## config.mk

```make
export PLATFORM = sky130hd
export DESIGN_NAME = slpc_top
export DESIGN_NICKNAME = d
export VERILOG_FILES = /design/src/logic/slpc_sync2.v /design/src/logic/slpc_edge.v /design/src/logic/slpc_top.v
export VERILOG_INCLUDE_DIRS = /design/src /design/src/logic
export SDC_FILE = /design/constraint.sdc
export NUM_CORES = 1
export LEC_CHECK = 0
export BUFFER_PORTS_ARGS = -buffer_cell sky130_fd_sc_hd__buf_2
export CORE_MARGIN = 2
export CORE_UTILIZATION = 55
export DETAILED_ROUTE_END_ITERATION = 6
export PLACE_DENSITY_LB_ADDON = 0.25
export SYNTH_ARGS = -nofsm -noshare
export SYNTH_HDL_FRONTEND = slang
export SYNTH_SLANG_ARGS = --single-unit
```

## constraint.sdc

```tcl
create_clock -name mclk -period 2.2 [get_ports mclk]
set_clock_uncertainty 0.15 [all_clocks]
set_input_delay 0.11 -clock mclk [delete_from_list [all_inputs] [get_ports mclk]]
set_output_delay 0.11 -clock mclk [all_outputs]
set_load 0.02 [all_outputs]
```

## src/logic/slpc_regs.vh

```
// slpc_regs.vh: latch field positions, select codes, reset values and timing.
// assumes inclusion by slpc_top only; definitions only.
`ifndef SLPC_REGS_VH
`define SLPC_REGS_VH
`define SLPC_WORD_W          24
`define SLPC_SEL_CONTROL     2'b00
`define SLPC_SEL_REFERENCE   2'b01
`define SLPC_SEL_DIVIDER     2'b10
`define SLPC_SEL_TEST        2'b11
// divider latch fields
`define SLPC_DIV_HALVSEL_BIT 23
`define SLPC_DIV_HALVEN_BIT  22
`define SLPC_DIV_GAIN_BIT    21
`define SLPC_DIV_B_MSB       20
`define SLPC_DIV_B_LSB       8
`define SLPC_DIV_A_MSB       6
`define SLPC_DIV_A_LSB       2
// reference latch fields
`define SLPC_REF_BAND_MSB    21
`define SLPC_REF_BAND_LSB    20
`define SLPC_REF_TEST_BIT    19
`define SLPC_REF_LDP_BIT     18
`define SLPC_REF_ABP_MSB     17
`define SLPC_REF_ABP_LSB     16
`define SLPC_REF_R_MSB       15
`define SLPC_REF_R_LSB       2
// control latch fields
`define SLPC_CTL_PRE_MSB     23
`define SLPC_CTL_PRE_LSB     22
`define SLPC_CTL_PDSYNC_BIT  21
`define SLPC_CTL_PDREQ_BIT   20
`define SLPC_CTL_CURB_MSB    19
`define SLPC_CTL_CURB_LSB    17
`define SLPC_CTL_CURA_MSB    16
`define SLPC_CTL_CURA_LSB    14
`define SLPC_CTL_LVL_MSB     13
`define SLPC_CTL_LVL_LSB     12
`define SLPC_CTL_MUTE_BIT    11
`define SLPC_CTL_GAIN_BIT    10
// reset values
`define SLPC_LATCH_RST       24'h000000
// timing
`define SLPC_MCLK_HZ         20000000
`define SLPC_PD_SYNC_EDGES   2'd2
`endif

```

## src/logic/slpc_sync2.v

```verilog
// slpc_sync2.v: two-flop synchroniser for one pin level.
// assumes the input is asynchronous to mclk.
`timescale 1ns/1ps
module slpc_sync2 #(
   parameter RST_VAL = 1'b0
) (
   input  wire mclk,
   input  wire nrst,
   input  wire pin_in,
   output reg  sync_out
);
   reg meta_q;
   always @(posedge mclk or negedge nrst) begin
      if (!nrst) begin
         meta_q   <= RST_VAL;
         sync_out <= RST_VAL;
      end else begin
         meta_q   <= pin_in;
         sync_out <= meta_q;
      end
   end
endmodule // slpc_sync2

```

## src/logic/slpc_edge.v

```verilog
// slpc_edge.v: rising edge pulse from a synchronised level.
// assumes the input already lives in the mclk domain.
`timescale 1ns/1ps
module slpc_edge (
   input  wire mclk,
   input  wire nrst,
   input  wire lvl,
   output wire rise
);
   reg prev_q;
   always @(posedge mclk or negedge nrst) begin
      if (!nrst) begin
         prev_q <= 1'b0;
      end else begin
         prev_q <= lvl;
      end
   end
   assign rise = lvl & ~prev_q;
endmodule // slpc_edge

```

## src/logic/slpc_top.v

```verilog
// slpc_top.v: three-wire configuration latches and power-down control.
// assumes serial pins, chip enable, reference output and lock come from outside mclk.
//
// Function
// - host shifts 24 bits msb first on clock rise; latch strobe rise transfers
// - select bits 00 load the control latch
// - select bits 10 load the divider latch with a and b counts
// - select bits 01 load the reference divider latch
// - divider latch: halving select, halving enable, gain, b count, reserved, a count
// - reference latch: band clock div, test flag, lock precision, antibacklash, r count
// - first control load with request clear powers the device up
// - request set with sync select clear powers down immediately on latching
// - request and sync select set: power down on second reference edge
// - chip enable low disables the device at once
// - power-down loads counters, three-states pump, resets lock, mutes outputs
// - serial input keeps shifting and latching while powered down
// - mute-until-locked keeps the rf output off until lock
// - gain bit one selects current setting b, zero setting a
// - gain bit follows whichever latch wrote it last
// - current a from low three bits, current b from high three bits
// - two control bits select the prescaler ratio
// - two control bits select one of four output levels
`timescale 1ns/1ps
`include "slpc_regs.vh"
module slpc_top #(
   parameter WORD_W = `SLPC_WORD_W
) (
   input  wire              mclk,
   input  wire              nrst,
   input  wire              ser_clk,
   input  wire              ser_data,
   input  wire              latch_strobe,
   input  wire              chip_enable,
   input  wire              ref_div_out,
   input  wire              loop_locked,
   output reg               powered_q,
   output reg               counters_load_q,
   output reg               pump_tristate_q,
   output reg               lock_reset_q,
   output reg               rf_out_enable_q,
   output reg               ref_buf_enable_q,
   output reg               prescaler_input_halving_sel,
   output reg               output_halving_enable,
   output reg               pump_gain_select,
   output reg  [12:0]       b_count,
   output reg  [4:0]        a_count,
   output reg  [1:0]        band_clk_div,
   output reg               factory_test_flag,
   output reg               lock_precision_sel,
   output reg  [1:0]        antibacklash_width,
   output reg  [13:0]       ref_count,
   output reg  [1:0]        prescaler_sel,
   output reg  [2:0]        pump_current_a,
   output reg  [2:0]        pump_current_b,
   output reg  [2:0]        pump_current,
   output reg  [1:0]        out_level,
   output reg               mute_until_locked,
   output reg               divider_written_q
);
   localparam ST_OFF   = 2'd0;
   localparam ST_ON    = 2'd1;
   localparam ST_WAIT  = 2'd2;
   localparam ST_PDOWN = 2'd3;

   wire              clk_s;
   wire              data_s;
   wire              strobe_s;
   wire              ce_s;
   wire              ref_s;
   wire              lock_s;
   wire              clk_rise;
   wire              strobe_rise;
   wire              ref_rise;
   reg  [WORD_W-1:0] shift_q;
   reg  [WORD_W-1:0] ctl_q;
   reg  [1:0]        st_q;
   reg  [1:0]        st_d;
   reg  [1:0]        ref_cnt_q;
   reg  [1:0]        ref_cnt_d;
   reg               gain_q;
   reg               gain_d;
   wire [1:0]        sel;
   wire              ld_ctl;
   wire              ld_ref;
   wire              ld_div;
   wire              on_d;

   // pins cross into mclk before any logic looks at them
   slpc_sync2 #(
      .RST_VAL  (1'b0)
   ) u_sclk (
      .mclk     (mclk),
      .nrst     (nrst),
      .pin_in   (ser_clk),
      .sync_out (clk_s)
   );
   slpc_sync2 #(
      .RST_VAL  (1'b0)
   ) u_sdat (
      .mclk     (mclk),
      .nrst     (nrst),
      .pin_in   (ser_data),
      .sync_out (data_s)
   );
   slpc_sync2 #(
      .RST_VAL  (1'b0)
   ) u_sle (
      .mclk     (mclk),
      .nrst     (nrst),
      .pin_in   (latch_strobe),
      .sync_out (strobe_s)
   );
   slpc_sync2 #(
      .RST_VAL  (1'b0)
   ) u_ce (
      .mclk     (mclk),
      .nrst     (nrst),
      .pin_in   (chip_enable),
      .sync_out (ce_s)
   );
   slpc_sync2 #(
      .RST_VAL  (1'b0)
   ) u_ref (
      .mclk     (mclk),
      .nrst     (nrst),
      .pin_in   (ref_div_out),
      .sync_out (ref_s)
   );
   slpc_sync2 #(
      .RST_VAL  (1'b0)
   ) u_lock (
      .mclk     (mclk),
      .nrst     (nrst),
      .pin_in   (loop_locked),
      .sync_out (lock_s)
   );

   slpc_edge u_clk_e (
      .mclk (mclk),
      .nrst (nrst),
      .lvl  (clk_s),
      .rise (clk_rise)
   );
   slpc_edge u_le_e (
      .mclk (mclk),
      .nrst (nrst),
      .lvl  (strobe_s),
      .rise (strobe_rise)
   );
   slpc_edge u_ref_e (
      .mclk (mclk),
      .nrst (nrst),
      .lvl  (ref_s),
      .rise (ref_rise)
   );

   // serial clock must stay under a quarter of mclk for the sampler to see it
   always @(posedge mclk or negedge nrst) begin
      if (!nrst) begin
         shift_q <= `SLPC_LATCH_RST;
      end else if (clk_rise) begin
         shift_q <= {shift_q[WORD_W-2:0], data_s};
      end
   end

   assign sel    = shift_q[1:0];
   assign ld_ctl = strobe_rise && (sel == `SLPC_SEL_CONTROL);
   assign ld_ref = strobe_rise && (sel == `SLPC_SEL_REFERENCE);
   assign ld_div = strobe_rise && (sel == `SLPC_SEL_DIVIDER);

   // test latch writes are dropped: no user function behind them
   always @(posedge mclk or negedge nrst) begin
      if (!nrst) begin
         ctl_q                       <= `SLPC_LATCH_RST;
         prescaler_input_halving_sel <= 1'b0;
         output_halving_enable       <= 1'b0;
         b_count                     <= 13'h0000;
         a_count                     <= 5'h00;
         band_clk_div                <= 2'h0;
         factory_test_flag           <= 1'b0;
         lock_precision_sel          <= 1'b0;
         antibacklash_width          <= 2'h0;
         ref_count                   <= 14'h0000;
         divider_written_q           <= 1'b0;
      end else begin
         if (ld_ctl) begin
            ctl_q <= shift_q;
         end
         if (ld_div) begin
            prescaler_input_halving_sel <= shift_q[`SLPC_DIV_HALVSEL_BIT];
            output_halving_enable       <= shift_q[`SLPC_DIV_HALVEN_BIT];
            b_count   <= shift_q[`SLPC_DIV_B_MSB:`SLPC_DIV_B_LSB];
            a_count   <= shift_q[`SLPC_DIV_A_MSB:`SLPC_DIV_A_LSB];
            divider_written_q <= 1'b1;
         end
         if (ld_ref) begin
            band_clk_div       <= shift_q[`SLPC_REF_BAND_MSB:`SLPC_REF_BAND_LSB];
            factory_test_flag  <= shift_q[`SLPC_REF_TEST_BIT];
            lock_precision_sel <= shift_q[`SLPC_REF_LDP_BIT];
            antibacklash_width <= shift_q[`SLPC_REF_ABP_MSB:`SLPC_REF_ABP_LSB];
            ref_count          <= shift_q[`SLPC_REF_R_MSB:`SLPC_REF_R_LSB];
         end
      end
   end

   // shared gain bit, last writer wins
   always @* begin
      gain_d = gain_q;
      if (ld_ctl) begin
         gain_d = shift_q[`SLPC_CTL_GAIN_BIT];
      end else if (ld_div) begin
         gain_d = shift_q[`SLPC_DIV_GAIN_BIT];
      end
   end

   // power state machine
   always @* begin
      st_d      = st_q;
      ref_cnt_d = ref_cnt_q;
      case (st_q)
         ST_OFF: begin
            if (ld_ctl && !shift_q[`SLPC_CTL_PDREQ_BIT]) begin
               st_d = ST_ON;
            end
         end
         ST_ON: begin
            if (ld_ctl && shift_q[`SLPC_CTL_PDREQ_BIT]) begin
               if (shift_q[`SLPC_CTL_PDSYNC_BIT]) begin
                  st_d      = ST_WAIT;
                  ref_cnt_d = 2'd0;
               end else begin
                  st_d = ST_PDOWN;
               end
            end
         end
         ST_WAIT: begin
            if (ld_ctl && !shift_q[`SLPC_CTL_PDREQ_BIT]) begin
               st_d = ST_ON;
            end else if (ld_ctl && !shift_q[`SLPC_CTL_PDSYNC_BIT]) begin
               st_d = ST_PDOWN;
            end else if (ld_ctl) begin
               // a fresh sync request counts its edges from its own strobe
               ref_cnt_d = 2'd0;
            end else if (ref_rise) begin
               ref_cnt_d = ref_cnt_q + 2'd1;
               if (ref_cnt_q == (`SLPC_PD_SYNC_EDGES - 2'd1)) begin
                  st_d = ST_PDOWN;
               end
            end
         end
         ST_PDOWN: begin
            if (ld_ctl && !shift_q[`SLPC_CTL_PDREQ_BIT]) begin
               st_d = ST_ON;
            end
         end
         default: begin
            st_d = ST_OFF;
         end
      endcase
   end

   // chip enable overrides the programmed state
   assign on_d = ce_s && (st_d == ST_ON || st_d == ST_WAIT);

   always @(posedge mclk or negedge nrst) begin
      if (!nrst) begin
         st_q               <= ST_OFF;
         ref_cnt_q          <= 2'd0;
         gain_q             <= 1'b0;
         powered_q          <= 1'b0;
         counters_load_q    <= 1'b1;
         pump_tristate_q    <= 1'b1;
         lock_reset_q       <= 1'b1;
         rf_out_enable_q    <= 1'b0;
         ref_buf_enable_q   <= 1'b0;
         pump_gain_select   <= 1'b0;
         prescaler_sel      <= 2'h0;
         pump_current_a     <= 3'h0;
         pump_current_b     <= 3'h0;
         pump_current       <= 3'h0;
         out_level          <= 2'h0;
         mute_until_locked  <= 1'b0;
      end else begin
         st_q             <= st_d;
         ref_cnt_q        <= ref_cnt_d;
         gain_q           <= gain_d;
         powered_q        <= on_d;
         counters_load_q  <= ~on_d;
         pump_tristate_q  <= ~on_d;
         lock_reset_q     <= ~on_d;
         ref_buf_enable_q <= on_d;
         rf_out_enable_q  <= on_d && !(ctl_q[`SLPC_CTL_MUTE_BIT] && !lock_s);
         pump_gain_select <= gain_q;
         prescaler_sel    <= ctl_q[`SLPC_CTL_PRE_MSB:`SLPC_CTL_PRE_LSB];
         pump_current_a   <= ctl_q[`SLPC_CTL_CURA_MSB:`SLPC_CTL_CURA_LSB];
         pump_current_b   <= ctl_q[`SLPC_CTL_CURB_MSB:`SLPC_CTL_CURB_LSB];
         pump_current     <= gain_q ? ctl_q[`SLPC_CTL_CURB_MSB:`SLPC_CTL_CURB_LSB]
                                    : ctl_q[`SLPC_CTL_CURA_MSB:`SLPC_CTL_CURA_LSB];
         out_level        <= ctl_q[`SLPC_CTL_LVL_MSB:`SLPC_CTL_LVL_LSB];
         mute_until_locked <= ctl_q[`SLPC_CTL_MUTE_BIT];
      end
   end
endmodule // slpc_top

```

==> impl_metrics.ini <==
[grt]
grt_pass1_vias = 2612
antenna_found_initial = 0
global_route.overflow_total = 0
pin_count_of_the_biggest_net_entering_global_routing = 51
track_usage_pct = 20.5
wire_length_of_the_first_global_routing_pass_mm = 12.9

[min_path]
worstHoldPathType = input pin to asynchronous set/reset pin

[floorplanning]
core.rowCount = 31
dieHeight_um = 90.7
die-area_mm2 = 0.00823
ios = 70
core-area_mm2 = 0.00725
dieWidth_um = 90.7
initial_core_util_pct = 57.0

[power]
p_per_area_mw_per_mm2 = 1250
worst_ir_drop_vdd_mv = 0.808
cellLeakagePower_nw = 2.70
design_power_total_mw = 6.63

[clock_tree]
clockBufferDepth = 2
cts_made_buffers = 17
tritoncts = yes
clkTransAtPathRegs_ns = 0.05
clock_insertion_delay_worst_skew_ns = 0.51
cts.sink_count = 114
cts_max_level = 4
post_cts_buffers = 0
clock_tree.root_cell = sky130_fd_sc_hd__clkbuf_8

[finish]
fin_nets = 358
final_layout_size_suffix_gt1_share_pct = 53.3
fin_util_pct = 72.9
stdcell_area_mm2 = 0.00529
areaGrowthSynthToFinish_pct = 27.8
final_cell_mix = sky130_fd_sc_hd__dfrtp_1, sky130_fd_sc_hd__mux2_2, sky130_fd_sc_hd__buf_2
instances_no_fill = 459
insertedDiodeCount = 0
layout_commonest_cell = sky130_fd_sc_hd__dfrtp_1

[timing]
least_setup_slack_across_all_paths_after_layout_ns = 0.126
final_period_minus_worst_setup_slack_ns = 2.07
maxSlewViolCount = 0
timing.max_slew.rel_slack_pct = 57.7
whs_ns = 0.00668
number_of_setup_violations_in_the_final_report = 0
timing.final.crit_share_pct = 94.3
grt_setup_unrepaired = no
tns_ns = 0
timing_hold_violations_final = 0
maximum_clock_frequency_mhz = 482
worstMarginPinSlew_ns = 0.635

[placement]
placement.cell_area_mm2 = 0.00465
placed_cells = 420
pre_cts_ws_ns = 0.183
dpl.hpwl_mm = 4.70
io_buffers = 69
routabilityCongestion = 0.804

[logic_synthesis]
yosys_warnings = 0
synth-seq-area-share_pct = 69.0
syn-cell-area_mm2 = 0.00414
post_synth_and_or_nand_nor_area_fraction_pct = 3.60
post_synthesis_adder_cell_area_fraction_pct = 0.907
synth-seq-cells = 114
postSynth.asyncResetShare_pct = 100
synth-main-ff-cell = sky130_fd_sc_hd__dfrtp_1
synthesis.instances = 253
synth_top_family_by_area = multiplexers
synth_edf_count = 0
avgSynthCellArea_um2 = 16.3
ys_types = 37
synth_mux_area_share_pct = 21.2
synth-compound-area-share_pct = 3.09
mappedNetlistNets = 264
yosys.area_share.xor_xnor_pct = 0

[status]
run_status = completed

[worst_setup_path]
cp_slowest_cell = sky130_fd_sc_hd__dfrtp_1
worstPathRequired_ns = 2.49
worstSetupEndpointType = flop
worstSetupStartpointType = flop
arrival_ns = 2.36
crit_path_cell_trace = inv_1 > ha_1 > nor2b_1 > o21a_1 > o31ai_2 > o211ai_1 > a21bo_1
critical-path-max-stage-delay_ns = 0.41
path_buf_inv = 1
setup.worst_path.class = flop to flop
cp_top_family = compound AO/OA/AOI/OAI gates
worst-path-max-fanout = 8

[run]
max_cap_viol_count = 0

[drt]
drc = 0
via_count = 2378
number_of_nets_with_antenna_violations_after_routing = 0
dr.first_iter.drc_count = 103
finalWirelength_mm = 7.37
wl_per_cell_um = 16.1
via_cell_ratio = 5.18
drtPass1Iterations = 4
-- worst paths after layout --
check	end	slack (ns)	cells past startpoint	startpoint
worst max-delay path	lock_reset_q$_DFF_PN1_	0.13	7	st_q[0]$_DFF_PN0_
worst min-delay path	divider_written_q$_DFFE_PN0P_	0.007	2	nrst
worst max register to register	lock_reset_q$_DFF_PN1_	0.13	7	st_q[0]$_DFF_PN0_
worst min register to register	u_sle.sync_out$_DFF_PN0_	0.20	0	u_sle.meta_q$_DFF_PN0_
max in group asynchronous	shift_q[1]$_DFFE_PN0P_	1.20	3	nrst
min in group mclk	u_ref.meta_q$_DFF_PN0_	0.10	2	ref_div_out
-- registers in the layout, summed over array words and instances, names as in the netlist, 2 cells and up --
register / count
a_count: 5
antibacklash_width: 2
b_count: 13
band_clk_div: 2
ctl_q: 11
out_level: 2
prescaler_sel: 2
pump_current: 3
pump_current_a: 3
pump_current_b: 3
ref_cnt_q: 2
ref_count: 14
shift_q: 24
st_q: 2
-- cells by family (layout without fill, tap and decap cells) --
group                      count (synthesis)  count (layout)
DFF                                      114             114
muxes                                     78              78
and+or+nand+nor                           21              21
AOI/OAI and AO/OA                         19              19
buffers and inverters                     18             125
adders and majority gates                  3               3
-- synthesized netlist by cell type, types with 2 or more instances --
master                     instances  share of area [%]
sky130_fd_sc_hd__dfrtp_1         113                 68
sky130_fd_sc_hd__inv_1             6               0.54
sky130_fd_sc_hd__mux2i_1           2               0.48
sky130_fd_sc_hd__mux2_2           74                 20
sky130_fd_sc_hd__nor2_1            3               0.27
sky130_fd_sc_hd__mux2_1            2               0.54
sky130_fd_sc_hd__o21ai_0           5               0.60
sky130_fd_sc_hd__nand2_1           6               0.54
sky130_fd_sc_hd__ha_1              3               0.91
sky130_fd_sc_hd__or2_2             2               0.30
sky130_fd_sc_hd__a21oi_1           2               0.24
sky130_fd_sc_hd__buf_4             3               0.54
sky130_fd_sc_hd__o22ai_1           2               0.30
sky130_fd_sc_hd__buf_2             5               0.60
sky130_fd_sc_hd__clkbuf_1          2               0.18
sky130_fd_sc_hd__nor2b_1           2               0.30
-- worst reg2reg max path, stage by stage, from the launching register on --
cell,delay [ns]
sky130_fd_sc_hd__dfrtp_1,0.41
sky130_fd_sc_hd__inv_1,0.08
sky130_fd_sc_hd__ha_1,0.29
sky130_fd_sc_hd__nor2b_1,0.18
sky130_fd_sc_hd__o21a_1,0.19
sky130_fd_sc_hd__o31ai_2,0.27
sky130_fd_sc_hd__o211ai_1,0.20
sky130_fd_sc_hd__a21bo_1,0.23
-- layout make-up --
class / instances / area [um^2]
Inverter: 6 / 22.5
Fill cell: 481 / 1970
Sequential cell: 114 / 2850
Multi-Input combinational cell: 121 / 1210
Clock inverter: 10 / 109
Timing Repair Buffer: 87 / 513
Clock buffer: 22 / 453
Tap cell: 99 / 124
-- power breakdown --
part           leakage [nW]  total (mW)  switching, mW  internal, mW
combinational         0.930        1.23          0.675         0.558
sequential             1.50        2.84          0.310          2.53
clock                 0.275        2.56          0.897          1.66
-- per-layer routing --
metal / wire [um] / track usage (%) / vias to the layer above
met2: 3680 / 32.6 / 78
li1: - / - / 1074
met1: 3140 / 25.8 / 1214
met4: 116 / 8.72 / 0
met3: 431 / 6.93 / 12
met5: 0 / 0 / -
-- timing repair --
action / in CTS / in global routing
endpoints found under the hold margin: 102 / 0
gates resized for setup: 0 / 1
setup endpoints to repair: 0 / 2
hold buffers: 7 / 0
Power figures use the tool's default switching activity.
